`config.mk`:
```
export PLATFORM = sky130hd
export DESIGN_NAME = fwr_cmd
export DESIGN_NICKNAME = d
export VERILOG_FILES = /design/src/fwr_pkg.sv /design/src/fwr_sync.sv /design/src/fwr_buf.sv /design/src/fwr_cmd.sv
export SDC_FILE = /design/constraint.sdc
export NUM_CORES = 1
export LEC_CHECK = 0
export ABC_AREA = 1
export BUFFER_PORTS_ARGS = -buffer_cell sky130_fd_sc_hd__buf_2
export CAP_MARGIN = 10
export CORE_MARGIN = 4
export CORE_UTILIZATION = 45
export DETAILED_ROUTE_END_ITERATION = 10
export PLACE_DENSITY = 0.61
export SLEW_MARGIN = 20
export SYNTH_ARGS = -nofsm -noshare
export SYNTH_HDL_FRONTEND = slang
export SYNTH_SLANG_ARGS = --single-unit
```
`constraint.sdc`:
```
create_clock -name clk_sys -period 3.1 [get_ports clk_sys]
set_input_delay 0.31 -clock clk_sys [delete_from_list [all_inputs] [get_ports clk_sys]]
set_output_delay 0.31 -clock clk_sys [all_outputs]
set_load 0.02 [all_outputs]
```
`src/fwr_pkg.sv`:
```
// shared constants and types of the wrap, reset, sleep and id command logic
package fwr_pkg;
  // opcodes handled here
  localparam logic [7:0] OP_WRAP    = 8'h77;
  localparam logic [7:0] OP_QREAD   = 8'heb;
  localparam logic [7:0] OP_RST_EN  = 8'h66;
  localparam logic [7:0] OP_RST     = 8'h99;
  localparam logic [7:0] OP_SLEEP   = 8'hb9;
  localparam logic [7:0] OP_RELEASE = 8'hab;
  localparam logic [7:0] OP_MFR_DEV = 8'h90;
  // arbitrary identity values
  localparam logic [7:0] MFR_ID_DEF = 8'h5a;
  localparam logic [7:0] DEV_ID_DEF = 8'h13;
  // last edge index of each phase, rising for input phases and falling for output bytes
  localparam logic [4:0] LAST_OPC   = 5'h07;
  localparam logic [4:0] LAST_ADR1  = 5'h17; // 24 single bits
  localparam logic [4:0] LAST_ADR4  = 5'h05; // 24 bits, four per clock
  localparam logic [4:0] LAST_MODE  = 5'h01;
  localparam logic [4:0] LAST_DUMMY = 5'h03;
  localparam logic [4:0] LAST_WRAP  = 5'h01;
  localparam logic [2:0] LAST_BIT1  = 3'h7;
  localparam logic [2:0] LAST_BIT4  = 3'h1;
  localparam logic [1:0] CONT_KEY   = 2'h2; // mode bits 5:4 that keep it on
  localparam logic [23:0] WRAP_MIN  = 24'h000008;
  localparam logic [3:0] OE_QUAD    = 4'hf;
  localparam logic [3:0] OE_SINGLE  = 4'h2;
  localparam int         CLK_NS     = 25;
  localparam int         TMR_W      = 16;

  typedef enum logic [2:0] {
    ST_IDLE  = 3'h0,
    ST_OPC   = 3'h1,
    ST_ADDR  = 3'h3,
    ST_MODE  = 3'h2,
    ST_DUMMY = 3'h6,
    ST_DATA  = 3'h7,
    ST_WRAP  = 3'h5,
    ST_SKIP  = 3'h4
  } fwr_state_t;

  typedef struct packed {
    logic       sclk;
    logic       cs_n;
    logic [3:0] io;
  } fwr_pins_t;

  typedef struct packed {
    logic [1:0] len; // section is 8 << len bytes
    logic       dis; // 1: linear reads
  } fwr_wrap_t;

  localparam fwr_pins_t PINS_IDLE  = '{sclk: 1'h0, cs_n: 1'h1, io: 4'h0};
  localparam fwr_wrap_t WRAP_RESET = '{len: 2'h3, dis: 1'h1};
endpackage : fwr_pkg

```
`src/fwr_sync.sv`:
```
// two-flop synchroniser for pin inputs
`timescale 1ns/1ps
`default_nettype none
module fwr_sync #(
  parameter int           W    = 6,
  parameter logic [W-1:0] INIT = '0
) (
  input  wire logic         clk_sys,
  input  wire logic         nrst,
  input  wire logic [W-1:0] d,
  output logic      [W-1:0] sync_q
);
  logic [W-1:0] meta_q;

  // first stage feeds only the second
  always_ff @(posedge clk_sys or negedge nrst) begin
    if (!nrst) begin
      meta_q <= INIT;
      sync_q <= INIT;
    end else begin
      meta_q <= d;
      sync_q <= meta_q;
    end
  end
endmodule : fwr_sync
`default_nettype wire

```
`src/fwr_buf.sv`:
```
// shifting buffer with valid and ready on both sides, head held in flops
`timescale 1ns/1ps
`default_nettype none
module fwr_buf #(
  parameter int W     = 24,
  parameter int DEPTH = 2
) (
  input  wire logic         clk_sys,
  input  wire logic         nrst,
  input  wire logic         in_valid,
  output logic              in_ready,
  input  wire logic [W-1:0] in_data,
  output logic              out_valid,
  input  wire logic         out_ready,
  output logic      [W-1:0] out_data
);
  logic [W-1:0] mem_q [DEPTH];
  logic [DEPTH-1:0] vld_q;
  wire push = in_valid && in_ready;
  wire pop  = vld_q[0] && out_ready;

  // ready and valid come straight from the occupancy flops
  assign in_ready  = !vld_q[DEPTH-1];
  assign out_valid = vld_q[0];
  assign out_data  = mem_q[0];

  for (genvar i = 0; i < DEPTH; i++) begin : g_ent
    wire above_v = (i == DEPTH - 1) ? 1'b0 : vld_q[(i + 1) % DEPTH];
    wire below_v = (i == 0) ? 1'b1 : vld_q[(i + DEPTH - 1) % DEPTH];
    wire [W-1:0] above_d = mem_q[(i + 1) % DEPTH];
    // slot taking the new word: first empty one, one lower on a pop
    wire take = push && (pop ? (vld_q[i] && !above_v)
                             : (!vld_q[i] && below_v));
    always_ff @(posedge clk_sys or negedge nrst) begin
      if (!nrst) begin
        vld_q[i] <= 1'b0;
        mem_q[i] <= '0;
      end else if (take) begin
        vld_q[i] <= 1'b1;
        mem_q[i] <= in_data;
      end else if (pop) begin
        vld_q[i] <= above_v;
        mem_q[i] <= above_d;
      end
    end
  end
endmodule : fwr_buf
`default_nettype wire

```
`src/fwr_cmd.sv`:
```
// serial flash command logic: wrap, software reset, sleep and id reads
`timescale 1ns/1ps
`default_nettype none
// Notes on behaviour
// - wrapped quad read cycles inside aligned section
// - set wrap: 77h, 24 dummy, 8 wrap bits
// - keep wrap bits 6..4, ignore the rest
// - wrap bit 4 low enables wrap
// - bits 6..5 pick 8/16/32/64 byte section
// - wrap setting persists until next set wrap or software reset
// - quad enable needed for quad commands
// - wrap disabled after power-on
// - software reset reloads volatile defaults
// - reset ignored in sleep or recovery
// - reset ignored during continuous read mode
// - 66h then 99h; other command disarms
// - sleep only if select rises after 8 bits
// - in sleep only release opcode recognised
// - device powers up awake
// - release then recovery delay before commands
// - abh plus 3 dummy bytes repeats device id
// - release with id uses second recovery delay
// - release/id ignored while busy
// - 90h at address 0: manufacturer then device
// - address 1 starts with device, then alternates
// - opcode and address sampled on rising edges
// - continuous mode skips the opcode byte
module fwr_cmd #(
  parameter int         RES1_NS = 3000, // release_recovery_delay
  parameter int         RES2_NS = 3000, // release_id_recovery_delay
  parameter int         DP_NS   = 3000, // sleep_entry_delay
  parameter logic [7:0] MFR_ID  = fwr_pkg::MFR_ID_DEF,
  parameter logic [7:0] DEV_ID  = fwr_pkg::DEV_ID_DEF
) (
  input  wire logic          clk_sys,
  input  wire logic          nrst,
  input  wire logic          spi_clk,
  input  wire logic          cs_n,
  input  wire logic [3:0]    io_in,
  output logic      [3:0]    io_out,
  output logic      [3:0]    io_oe,
  input  wire logic          quad_enable_bit,
  input  wire logic          busy,
  output logic      [23:0]   read_addr,
  output logic               read_addr_valid,
  input  wire logic          read_addr_ready,
  input  wire logic [7:0]    read_byte,
  output logic               soft_reset,
  output logic               deep_sleep,
  output fwr_pkg::fwr_wrap_t wrap_setting,
  output logic               continuous_mode
);
  localparam int TW = fwr_pkg::TMR_W;
  // least times round up, the longest time rounds down
  localparam int RES1_CYC = (RES1_NS + fwr_pkg::CLK_NS - 1) / fwr_pkg::CLK_NS;
  localparam int RES2_CYC = (RES2_NS + fwr_pkg::CLK_NS - 1) / fwr_pkg::CLK_NS;
  localparam int DP_RAW   = DP_NS / fwr_pkg::CLK_NS;
  localparam int DP_CYC   = (DP_RAW < 1) ? 1 : DP_RAW;
  // window for the sleep entry check, one cycle of slack past the timer
  localparam int DP_WIN   = DP_CYC + 1;

  function automatic logic is_quad(input logic [7:0] op);
    is_quad = (op == fwr_pkg::OP_QREAD) || (op == fwr_pkg::OP_WRAP);
  endfunction : is_quad

  // next byte address, kept inside the aligned section when wrap is on
  function automatic logic [23:0] wrap_next(input logic [23:0] a,
                                            input fwr_pkg::fwr_wrap_t w);
    logic [23:0] m;
    m = (fwr_pkg::WRAP_MIN << w.len) - 24'h1;
    if (w.dis) begin
      wrap_next = a + 24'h1;
    end else begin
      wrap_next = (a & ~m) | ((a + 24'h1) & m);
    end
  endfunction : wrap_next

  fwr_pkg::fwr_pins_t   pin_s;
  fwr_pkg::fwr_state_t  state_q, state_d;
  fwr_pkg::fwr_wrap_t   wrap_q;
  logic                 sclk_q, cs_q;
  logic [4:0]           cnt_q;
  logic [23:0]          sr_q;
  logic [7:0]           op_q, cur_q;
  logic [2:0]           idx_q;
  logic                 ign_q, over_q, arm_q, alt_q, id_seen_q;
  logic                 cont_q, sleep_q, enter_q, srst_q, push_q;
  logic [TW-1:0]        tmr_q;
  logic [23:0]          raddr_q;
  logic [3:0]           io_out_q, io_oe_q;
  logic                 buf_ready;

  fwr_sync #(.W(6), .INIT(fwr_pkg::PINS_IDLE)) u_sync (
    .clk_sys (clk_sys),
    .nrst    (nrst),
    .d       ({spi_clk, cs_n, io_in}),
    .sync_q  (pin_s)
  );

  // pin edges, seen only after the synchroniser
  wire sel     = !pin_s.cs_n;
  wire rise    = pin_s.sclk && !sclk_q;
  wire fall    = !pin_s.sclk && sclk_q;
  wire cs_fall = sel && cs_q;
  wire cs_rise = !sel && !cs_q;
  wire blocked = tmr_q != '0;

  // input shifting: one bit per clock, or four in quad phases
  wire quad = (state_q != fwr_pkg::ST_OPC) && is_quad(op_q);
  wire [23:0] sr_d = quad ? {sr_q[19:0], pin_s.io} : {sr_q[22:0], pin_s.io[0]};
  wire [7:0]  op_new = sr_d[7:0];
  wire [4:0]  last =
      (state_q == fwr_pkg::ST_OPC)   ? fwr_pkg::LAST_OPC :
      (state_q == fwr_pkg::ST_MODE)  ? fwr_pkg::LAST_MODE :
      (state_q == fwr_pkg::ST_DUMMY) ? fwr_pkg::LAST_DUMMY :
      (state_q == fwr_pkg::ST_WRAP)  ? fwr_pkg::LAST_WRAP :
      quad ? fwr_pkg::LAST_ADR4 : fwr_pkg::LAST_ADR1;
  wire ph_end = sel && rise && (cnt_q == last);
  wire op_end = ph_end && (state_q == fwr_pkg::ST_OPC);

  // opcode screening at the eighth bit
  wire op_ign = (sleep_q && op_new != fwr_pkg::OP_RELEASE)
             || (op_new == fwr_pkg::OP_RELEASE && busy)
             || (is_quad(op_new) && !quad_enable_bit);
  wire op_long = is_quad(op_new) || op_new == fwr_pkg::OP_RELEASE
              || op_new == fwr_pkg::OP_MFR_DEV;

  // single-byte commands act only if select rises right after bit 8
  wire done8    = (state_q == fwr_pkg::ST_SKIP) && !over_q && !ign_q;
  wire arm_set  = cs_rise && done8 && op_q == fwr_pkg::OP_RST_EN;
  wire rst_fire = cs_rise && done8 && op_q == fwr_pkg::OP_RST && arm_q
               && !sleep_q && !blocked;
  wire sleep_go = cs_rise && done8 && op_q == fwr_pkg::OP_SLEEP;
  wire release_go = cs_rise && sleep_q && !ign_q
                 && op_q == fwr_pkg::OP_RELEASE
                 && (state_q == fwr_pkg::ST_ADDR
                  || state_q == fwr_pkg::ST_DATA);
  wire wrap_ld  = ph_end && state_q == fwr_pkg::ST_WRAP;

  // output byte selection for the data phase
  wire [7:0] nxt = (op_q == fwr_pkg::OP_QREAD)   ? read_byte :
                   (op_q == fwr_pkg::OP_RELEASE) ? DEV_ID :
                   (alt_q ? DEV_ID : MFR_ID);
  wire [7:0] cur = (idx_q == 3'h0) ? nxt : cur_q;
  wire [2:0] blast = quad ? fwr_pkg::LAST_BIT4 : fwr_pkg::LAST_BIT1;
  wire [3:0] nib = idx_q[0] ? cur[3:0] : cur[7:4];
  wire [3:0] out_d = quad ? nib : {2'h0, cur[fwr_pkg::LAST_BIT1 - idx_q], 1'h0};
  wire shift_out = sel && fall && state_q == fwr_pkg::ST_DATA;
  wire byte_end  = shift_out && idx_q == blast;
  wire adv = shift_out && idx_q == 3'h0 && op_q == fwr_pkg::OP_QREAD;
  wire first_rd = ph_end && state_q == fwr_pkg::ST_DUMMY;

  // command sequencing
  always_comb begin
    state_d = state_q;
    if (!sel) begin
      state_d = fwr_pkg::ST_IDLE;
    end else if (cs_fall) begin
      state_d = blocked ? fwr_pkg::ST_SKIP :
                cont_q ? fwr_pkg::ST_ADDR : fwr_pkg::ST_OPC;
    end else if (ph_end) begin
      unique case (state_q)
        fwr_pkg::ST_OPC: begin
          state_d = (op_long && !op_ign) ? fwr_pkg::ST_ADDR : fwr_pkg::ST_SKIP;
        end
        fwr_pkg::ST_ADDR: begin
          state_d = (op_q == fwr_pkg::OP_QREAD) ? fwr_pkg::ST_MODE :
                    (op_q == fwr_pkg::OP_WRAP)  ? fwr_pkg::ST_WRAP :
                    fwr_pkg::ST_DATA;
        end
        fwr_pkg::ST_MODE:  state_d = fwr_pkg::ST_DUMMY;
        fwr_pkg::ST_DUMMY: state_d = fwr_pkg::ST_DATA;
        fwr_pkg::ST_WRAP:  state_d = fwr_pkg::ST_SKIP;
        fwr_pkg::ST_IDLE, fwr_pkg::ST_DATA, fwr_pkg::ST_SKIP: begin
          state_d = state_q;
        end
      endcase
    end
  end

  // edge history, state and the input shifter
  always_ff @(posedge clk_sys or negedge nrst) begin
    if (!nrst) begin
      sclk_q  <= 1'b0;
      cs_q    <= 1'b1;
      state_q <= fwr_pkg::ST_IDLE;
      cnt_q   <= '0;
      sr_q    <= '0;
    end else begin
      sclk_q  <= pin_s.sclk;
      cs_q    <= pin_s.cs_n;
      state_q <= state_d;
      cnt_q   <= (cs_fall || ph_end) ? 5'h00 : (rise ? cnt_q + 5'h01 : cnt_q);
      sr_q    <= (sel && rise) ? sr_d : sr_q;
    end
  end

  // opcode, ignore and overrun flags
  always_ff @(posedge clk_sys or negedge nrst) begin
    if (!nrst) begin
      op_q   <= '0;
      ign_q  <= 1'b0;
      over_q <= 1'b0;
    end else if (cs_fall) begin
      op_q   <= cont_q ? fwr_pkg::OP_QREAD : op_q;
      ign_q  <= blocked;
      over_q <= 1'b0;
    end else if (op_end) begin
      op_q   <= op_new;
      ign_q  <= op_ign;
    end else if (sel && rise && state_q == fwr_pkg::ST_SKIP) begin
      over_q <= 1'b1;
    end
  end

  // reset arming: anything other than 99h after 66h disarms
  always_ff @(posedge clk_sys or negedge nrst) begin
    if (!nrst) begin
      arm_q <= 1'b0;
    end else if (arm_set) begin
      arm_q <= 1'b1;
    end else if (cs_rise || (op_end && op_new != fwr_pkg::OP_RST)) begin
      arm_q <= 1'b0;
    end
  end

  // wrap setting and continuous mode; the reset leaves the latter alone
  always_ff @(posedge clk_sys or negedge nrst) begin
    if (!nrst) begin
      wrap_q <= fwr_pkg::WRAP_RESET;
      cont_q <= 1'b0;
      srst_q <= 1'b0;
    end else begin
      srst_q <= rst_fire;
      if (rst_fire) begin
        wrap_q <= fwr_pkg::WRAP_RESET;
      end else if (wrap_ld) begin
        wrap_q <= fwr_pkg::fwr_wrap_t'(sr_d[6:4]);
      end
      if (ph_end && state_q == fwr_pkg::ST_MODE) begin
        cont_q <= sr_d[5:4] == fwr_pkg::CONT_KEY;
      end
    end
  end

  // sleep entry and recovery share one timer; commands are dropped while it runs
  always_ff @(posedge clk_sys or negedge nrst) begin
    if (!nrst) begin
      sleep_q <= 1'b0;
      enter_q <= 1'b0;
      tmr_q   <= '0;
    end else if (sleep_go) begin
      enter_q <= 1'b1;
      tmr_q   <= TW'(DP_CYC);
    end else if (release_go) begin
      sleep_q <= 1'b0;
      tmr_q   <= id_seen_q ? TW'(RES2_CYC) : TW'(RES1_CYC);
    end else if (blocked) begin
      tmr_q   <= tmr_q - {{(TW-1){1'b0}}, 1'b1};
      if (enter_q && tmr_q == {{(TW-1){1'b0}}, 1'b1}) begin
        sleep_q <= 1'b1;
        enter_q <= 1'b0;
      end
    end
  end

  // data phase: falling edges shift, oe only while shifting
  always_ff @(posedge clk_sys or negedge nrst) begin
    if (!nrst) begin
      io_out_q  <= '0;
      io_oe_q   <= '0;
      idx_q     <= '0;
      cur_q     <= '0;
      alt_q     <= 1'b0;
      id_seen_q <= 1'b0;
    end else if (state_d != fwr_pkg::ST_DATA) begin
      io_oe_q   <= '0;
      idx_q     <= '0;
      id_seen_q <= cs_fall ? 1'b0 : id_seen_q;
    end else if (ph_end && state_q == fwr_pkg::ST_ADDR) begin
      // data phase is entered here, so bit 0 must be caught on this edge
      alt_q     <= sr_d[0];
    end else if (shift_out) begin
      id_seen_q <= 1'b1;
      io_out_q  <= out_d;
      io_oe_q   <= quad ? fwr_pkg::OE_QUAD : fwr_pkg::OE_SINGLE;
      cur_q     <= cur;
      idx_q     <= byte_end ? 3'h0 : idx_q + 3'h1;
      alt_q     <= byte_end ? !alt_q : alt_q;
    end
  end

  // read addresses toward the array; a full buffer holds the request
  always_ff @(posedge clk_sys or negedge nrst) begin
    if (!nrst) begin
      raddr_q <= '0;
      push_q  <= 1'b0;
    end else begin
      if (ph_end && state_q == fwr_pkg::ST_ADDR) begin
        raddr_q <= sr_d;
      end else if (adv) begin
        raddr_q <= wrap_next(raddr_q, wrap_q);
      end
      push_q <= first_rd || adv || (push_q && !buf_ready);
    end
  end

  fwr_buf #(.W(24), .DEPTH(2)) u_buf (
    .clk_sys   (clk_sys),
    .nrst      (nrst),
    .in_valid  (push_q),
    .in_ready  (buf_ready),
    .in_data   (raddr_q),
    .out_valid (read_addr_valid),
    .out_ready (read_addr_ready),
    .out_data  (read_addr)
  );

  assign io_out          = io_out_q;
  assign io_oe           = io_oe_q;
  assign soft_reset      = srst_q;
  assign deep_sleep      = sleep_q;
  assign wrap_setting    = wrap_q;
  assign continuous_mode = cont_q;
endmodule : fwr_cmd
`default_nettype wire

```
==> results of run 1 <==
[repair_timing]
item                                   in CTS  in global routing
hold buffers                                7                  0
setup endpoints to repair                   0                 31
buffers inserted                            0                  1
gates resized for setup                     0                 15
endpoints found under the hold margin      84                  0
[path summary, 6_finish.rpt]
check | depth (start not counted) | from | endpoint
max | 20 | op_q[4]$_DFFE_PN0P_ | cur_q[2]$_DFFE_PN0P_
min | 5 | read_byte[7] | cur_q[7]$_DFFE_PN0P_
max reg2reg | 20 | op_q[4]$_DFFE_PN0P_ | cur_q[2]$_DFFE_PN0P_
min reg2reg | 0 | u_sync.meta_q[2]$_DFF_PN0_ | u_sync.sync_q[2]$_DFF_PN0_
max in group asynchronous | 3 | nrst | async pin
min in group asynchronous | 2 | nrst | u_buf.g_ent[0].above_d[17]$_DFFE_PN0P_
[kinds of logic (layout without fill, tap and decap cells)]
group                      count (synthesis)  in the layout  synth area share
adders and majority gates                  7              7           0.00980
xor gates and xnor gates                  25             25            0.0245
DFF                                      172            172             0.483
AOI/OAI and AO/OA                        191            191             0.144
and+or+nand+nor                          508            509             0.247
buffers and inverters                    203            287            0.0923
[report_power, final]
part           internal, W  total, W  switching (W)
combinational     0.000387   0.00107       0.000685
clock              0.00128   0.00224       0.000957
sequential         0.00256   0.00271       0.000142
[area by class of cell]
class,instances,area share
Tap cell,265,0.0320
Multi-Input combinational cell,732,0.371
Clock buffer,17,0.0410
Sequential cell,172,0.416
Timing Repair Buffer,93,0.0636
Clock inverter,14,0.0176
Inverter,163,0.0590
[worst reg2reg max path, cell delays in order, from the launching register on]
cell and delay [ns]:
dfrtp_1 0.40, inv_1 0.09, nand2_1 0.08, nor2_2 0.12
nand2_2 0.12, nand2_4 0.09, buf_4 0.18, nand3_1 0.10
nand2_2 0.15, nand2_1 0.13, nor2_2 0.14, nand3_1 0.07
nand2_1 0.08, nand2_2 0.08, o21bai_4 0.13, nand2_1 0.11
a21oi_4 0.18, buf_12 0.14, nand3_2 0.17, nand2_1 0.11
nand2_1 0.05
[cells in the final DEF, fill, tap and decap left out, drive strengths merged, types with 3 or more instances in the layout]
cell type    instances
nor4                 9
nand2              297
bufinv               3
a211oi               4
o21ai               66
o211ai              13
ha                   7
clkinvlp             5
dfrtp              166
o22ai                5
a21oi               34
buf                 85
o221ai              53
dfstp                6
inv                166
nand3b               6
dlygate4sd3          7
nand4               31
or2                  4
nand3               47
nor3                25
clkinv               3
nor2                86
clkbuf              18
xor2                22
xnor2                3
[stage by stage]
step,setup WS [ns],instance area (sq um),hold slack (ns)
after floorplan,0.725,8930,0.0144
after global placement,0.260,9570,0.332
after detailed placement,0.215,9570,0.335
after CTS,0.177,10300,0.252
after global routing,0.00792,10400,0.299
final,0.294,10400,0.267
[routing by layer]
layer	global-route usage	vias to the layer above	wire (um)
li1	-	3820	-
met4	0.0668	0	470
met3	0.0428	31	1090
met1	0.292	3627	10600
met5	0	-	0
met2	0.322	182	10200
==> impl_metrics.json, run 1 <==
{
  "status": "completed",
  "fin_cells": 1456,
  "die_h_um": 149,
  "crit_fanout": 12,
  "synth.area.top_cells": "dfrtp_1, nand2_1, inv_1, o221ai_1, o21ai_0",
  "cpPeakStageDelay_ns": 0.40,
  "std_cell_rows": 51,
  "synth_ff_type": "dfrtp_1",
  "cts_sinks": 172,
  "fillers": 1904,
  "seq_area_sq_mm": 0.00431,
  "maxCapViolCount": 0,
  "overflow": 0,
  "hold_class": "primary input to flip-flop",
  "synth_nets": 1132,
  "synthTopCellsByCount": "nand2_1, dfrtp_1, inv_1",
  "synth-async-reset-ratio": 1.00,
  "critical_path.most_common_cell": "nand2_1",
  "ctsLongestPathBuffers": 2,
  "finalPower_w": 0.00601,
  "synth_edf_count": 0,
  "drv_slew": 0,
  "synth.top_cell.area_share": 0.465,
  "yosysTopAreaCell": "dfrtp_1",
  "crit_path_end_kind": "flip-flop",
  "insertion_delay_ns": 0.43,
  "postRouteAntennaNets": 0,
  "rsz0062_at_grt": "false",
  "track_usage": 0.207,
  "fmax_mhz": 356,
  "place_inst": 1415,
  "cp_cell_sequence": "inv_1, nand2_1, nor2_2, nand2_2, nand2_4, buf_4, nand3_1, nand2_2, nand2_1, nor2_2, nand3_1, nand2_1, nand2_2, o21bai_4, nand2_1, a21oi_4, buf_12, nand3_2, nand2_1, nand2_1",
  "tns_ns": 0,
  "wire_per_inst_um": 15.4,
  "critical-path-top-delay-family": "simple AND/OR/NAND/NOR gates",
  "required_ns": 3.42,
  "drcViolationCount": 0,
  "synth_area_sq_mm": 0.00893,
  "ys_types": 49,
  "ys.warnings.count": 0,
  "via_per_inst": 5.26,
  "grt_pass1_vias": 7373,
  "final_util": 0.531,
  "io_buffers": 57,
  "maxSlewHeadroom": 0.355,
  "yosysMostFrequentCell": "nand2_1",
  "worstPathArrival_ns": 3.12,
  "cp-start-kind": "flip-flop",
  "multi_input_area_sq_mm": 0.00384,
  "gp_congestion": 0.882,
  "grt_max_degree": 82,
  "finalSetupViolCount": 0,
  "syn_area_per_cell_sq_um": 8.08,
  "ir_worst_vdd_uv": 335,
  "nNetsFinal": 1205,
  "die_w_um": 149,
  "seq_area_frac_synth": 0.483,
  "hpwl_um": 15900,
  "slowest_stage": "dfrtp_1",
  "firstDrtPassIters": 5,
  "fin_crit_ns": 2.81,
  "syn2layout_area_growth_pct": 16.0,
  "leakage_nw": 4.85,
  "root_buffer": "clkbuf_16",
  "totalWireLength_um": 22400,
  "crit_buf_inv": 3,
  "cts_tree": "done",
  "ys_seq_elements": 172,
  "initial_core_util": 0.458,
  "antennaDiodeCount": 0,
  "drt_iter0_markers": 599,
  "core_area_sq_mm": 0.0195,
  "io_pins": 58,
  "power_density_mw_per_mm2": 580,
  "cts_buffers": 17,
  "dr_total_vias": 7660,
  "die_area_sq_mm": 0.0222,
  "reg2reg_slack_ns": 0.29,
  "h-tree-depth": 4,
  "worst_pin_slew_ns": 0.965,
  "netlist_instances": 1106,
  "path_clk_slew_ns": 0.07,
  "layout-drive-gt1-share": 0.134,
  "antenna_found_initial": 0,
  "post-route-period-util": 0.905,
  "hold_viol": 0,
  "grt_pass1_wl_um": 37000,
  "crit_type": "flip-flop to flip-flop",
  "finClkSkew_ns": 0.0123
}
(Power assumes the default switching activity.)
==> run 2, diff against run 1 <==
Settings changed: ABC_AREA 1 to default.
==> run 2 against run 1 <==
  * Core utilization is 0.67 points higher
  * First-iteration DRC count fell by 15%
  * Final cell count is 14% lower
  * Global-route usage is 0.72 points lower
  * Flip-flop and latch count unchanged
  * Register-to-register slack got worse by 0.20 ns
  * Power shrank 19%
  * Wire length is 5.8% lower
  * Sequential share of layout area rose by 0.87 points
  * Critical path depth down 12
  * Clock-buffer cell count grew 1
  * Setup slack lost 0.20 ns
  * Highest routed layer unchanged
==> impl_metrics.json, run 2 <==
{
  "die_area_sq_mm": 0.0217,
  "synth_edf_count": 0,
  "initial_core_util": 0.462,
  "grt_pass1_wl_um": 35100,
  "netlist_instances": 899,
  "post-route-period-util": 0.969,
  "synth.top_cell.area_share": 0.476,
  "via_per_inst": 5.58,
  "ys.warnings.count": 0,
  "io_buffers": 57,
  "core_area_sq_mm": 0.0189,
  "synth.area.top_cells": "dfrtp_1, nand2_1, nor2_1, a21oi_1, mux2i_1",
  "ir_worst_vdd_uv": 397,
  "power_frac_clock": 0.418,
  "final_cell_mix": "dfrtp_1, nor2_1, nand2_1, a21oi_1, buf_2",
  "drv_slew": 0,
  "antenna_found_initial": 0,
  "maxCapViolCount": 0,
  "p_seq_frac": 0.500,
  "combPwrFrac": 0.083,
  "grt_max_degree": 73,
  "power_density_mw_per_mm2": 480,
  "dr_total_vias": 6975,
  "crit_fanout": 6,
  "io_pins": 58,
  "nNetsFinal": 1004,
  "cp-start-kind": "flip-flop",
  "place_ws_ns": 0.0299,
  "multi_input_area_sq_mm": 0.00416,
  "synth_ff_type": "dfrtp_1",
  "rsz0062_at_grt": "true",
  "die_h_um": 147,
  "ys_types": 81,
  "power.switching_w": 0.00131,
  "gp_congestion": 0.863,
  "wire_per_inst_um": 16.9,
  "maxSlewHeadroom": 0.428,
  "h-tree-depth": 4,
  "syn_area_per_cell_sq_um": 9.70,
  "hold_viol": 0,
  "fmax_mhz": 333,
  "mostFrequentLayoutCell": "dfrtp_1",
  "antennaDiodeCount": 0,
  "synth-async-reset-ratio": 1.00,
  "insertion_delay_ns": 0.43,
  "cts_tree": "done",
  "syn2layout_area_growth_pct": 16.4,
  "drt_iter0_markers": 508,
  "path_clk_slew_ns": 0.07,
  "fin_crit_ns": 3.00,
  "ctsLongestPathBuffers": 2,
  "required_ns": 3.42,
  "drcViolationCount": 0,
  "crit_type": "flip-flop to flip-flop",
  "crit_path_end_kind": "flip-flop",
  "ys_seq_elements": 172,
  "hpwl_um": 15000,
  "totalWireLength_um": 21100,
  "status": "completed",
  "synthTopCellsByCount": "dfrtp_1, nand2_1, nor2_1",
  "setup_ws_ns": 0.0972,
  "finClkSkew_ns": 0.00965,
  "final_util": 0.538,
  "track_usage": 0.200,
  "seq_area_sq_mm": 0.00431,
  "layout-drive-gt1-share": 0.186,
  "cts_sinks": 172,
  "hold_class": "primary input to flip-flop",
  "p_int_w": 0.00356,
  "yosysTopAreaCell": "dfrtp_1",
  "die_w_um": 147,
  "root_buffer": "clkbuf_16",
  "switching_share": 0.269,
  "cts_buffers": 17,
  "yosysMostFrequentCell": "dfrtp_1",
  "finalSetupViolCount": 0,
  "synth_nets": 925,
  "grt_pass1_vias": 6818,
  "seq_area_frac_synth": 0.494,
  "firstDrtPassIters": 5,
  "leakage_nw": 4.91,
  "worstPathArrival_ns": 3.32,
  "std_cell_rows": 50,
  "worst_pin_slew_ns": 0.856,
  "fillers": 1766,
  "postRouteAntennaNets": 0,
  "synth_area_sq_mm": 0.00872,
  "overflow": 0
}
run 2: cell types whose count changed after synthesis, sizes merged, moves of 22 or more:
cell,delta
a21oi,+29
a221o,+22
a22oi,+23
and3,+27
inv,-142
mux2i,+31
nand2,-199
nand3,-25
o21ai,-39
o221ai,-49
run 2: logic make-up (layout without fill, tap and decap cells):
| group | count (synthesis) | in the layout | synth area share |
|---|---|---|---|
| simple gates | 379 | 379 | 0.225 |
| fa+ha+maj | 7 | 7 | 0.0100 |
| compound gates | 196 | 196 | 0.155 |
| buf+inv | 71 | 163 | 0.0334 |
| mux | 44 | 44 | 0.0523 |
| xor+xnor | 30 | 30 | 0.0301 |
| flops | 172 | 172 | 0.494 |
run 2: power by group through the flow:
stage	registers [W]	clock network (W)	logic [W]
floorplan	0.00244	0	0.000236
global placement	0.00247	0	0.000394
detailed placement	0.00247	0	0.000396
CTS	0.00243	0.00209	0.000406
global route	0.00245	0.00219	0.000456
finish	0.00243	0.00204	0.000403
run 2: final cells by class:
cell class              instances  share of cell area
clock buffers                  18              0.0423
clock inverters                14              0.0124
inverters                      19             0.00702
multi-input cells             656               0.409
flip-flops and latches        172               0.425
well taps                     260              0.0320
repair buffers                112              0.0723
run 2: layer usage:
layer / up-vias / track usage / share of wire / routed length (um)
met2: 163 / 0.319 / 0.46 / 9800
met1: 3361 / 0.279 / 0.48 / 10100
met4: 0 / 0.0610 / 0.015 / 320
met5: - / 0 / 0 / 0
met3: 25 / 0.0373 / 0.045 / 940
li1: 3426 / - / - / -
run 2: per-stage QoR:
step	setup TNS (ns)	cells	total power (W)	area [sq um]	hold WS (ns)
after floorplan	0	899	0.00267	8720	0.0144
after global placement	0	1210	0.00287	9500	0.335
after detailed placement	0	1210	0.00287	9500	0.343
after CTS	0	1249	0.00493	10100	0.113
after global routing	-0.0296	1251	0.00510	10200	0.123
final	0	1251	0.00487	10200	0.130
run 2: final timing paths:
| kind | start | end | slack (ns) | cells after the start |
|---|---|---|---|---|
| min in group asynchronous | nrst | cur_q[6]$_DFFE_PN0P_ | 0.44 | 2 |
| worst min-delay path | read_byte[2] | cur_q[2]$_DFFE_PN0P_ | 0.13 | 3 |
| worst max-delay path | state_q[1]$_DFF_PN0_ | cur_q[5]$_DFFE_PN0P_ | 0.1 | 8 |
| worst min register to register | u_sync.meta_q[1]$_DFF_PN0_ | u_sync.sync_q[1]$_DFF_PN0_ | 0.36 | 0 |
| worst max register to register | state_q[1]$_DFF_PN0_ | cur_q[5]$_DFFE_PN0P_ | 0.1 | 8 |
| max in group asynchronous | nrst | sr_q[3]$_DFFE_PN0P_ | 1.65 | 3 |
run 2: worst max-delay path, stage by stage, from the launching register on:
cell	delay (ns)
dfrtp_1	0.40
nor2b_1	0.17
or4_1	0.48
a21oi_1	0.24
o31a_1	0.30
a21oi_1	0.13
or3_4	0.39
nor4_4	0.40
mux2_2	0.38
run 2: repair_timing:
action,CTS,global route
setup endpoints to repair,0,31
setup buffers,0,2
hold buffers,7,0
hold endpoints to repair,70,0
gates resized for setup,0,6
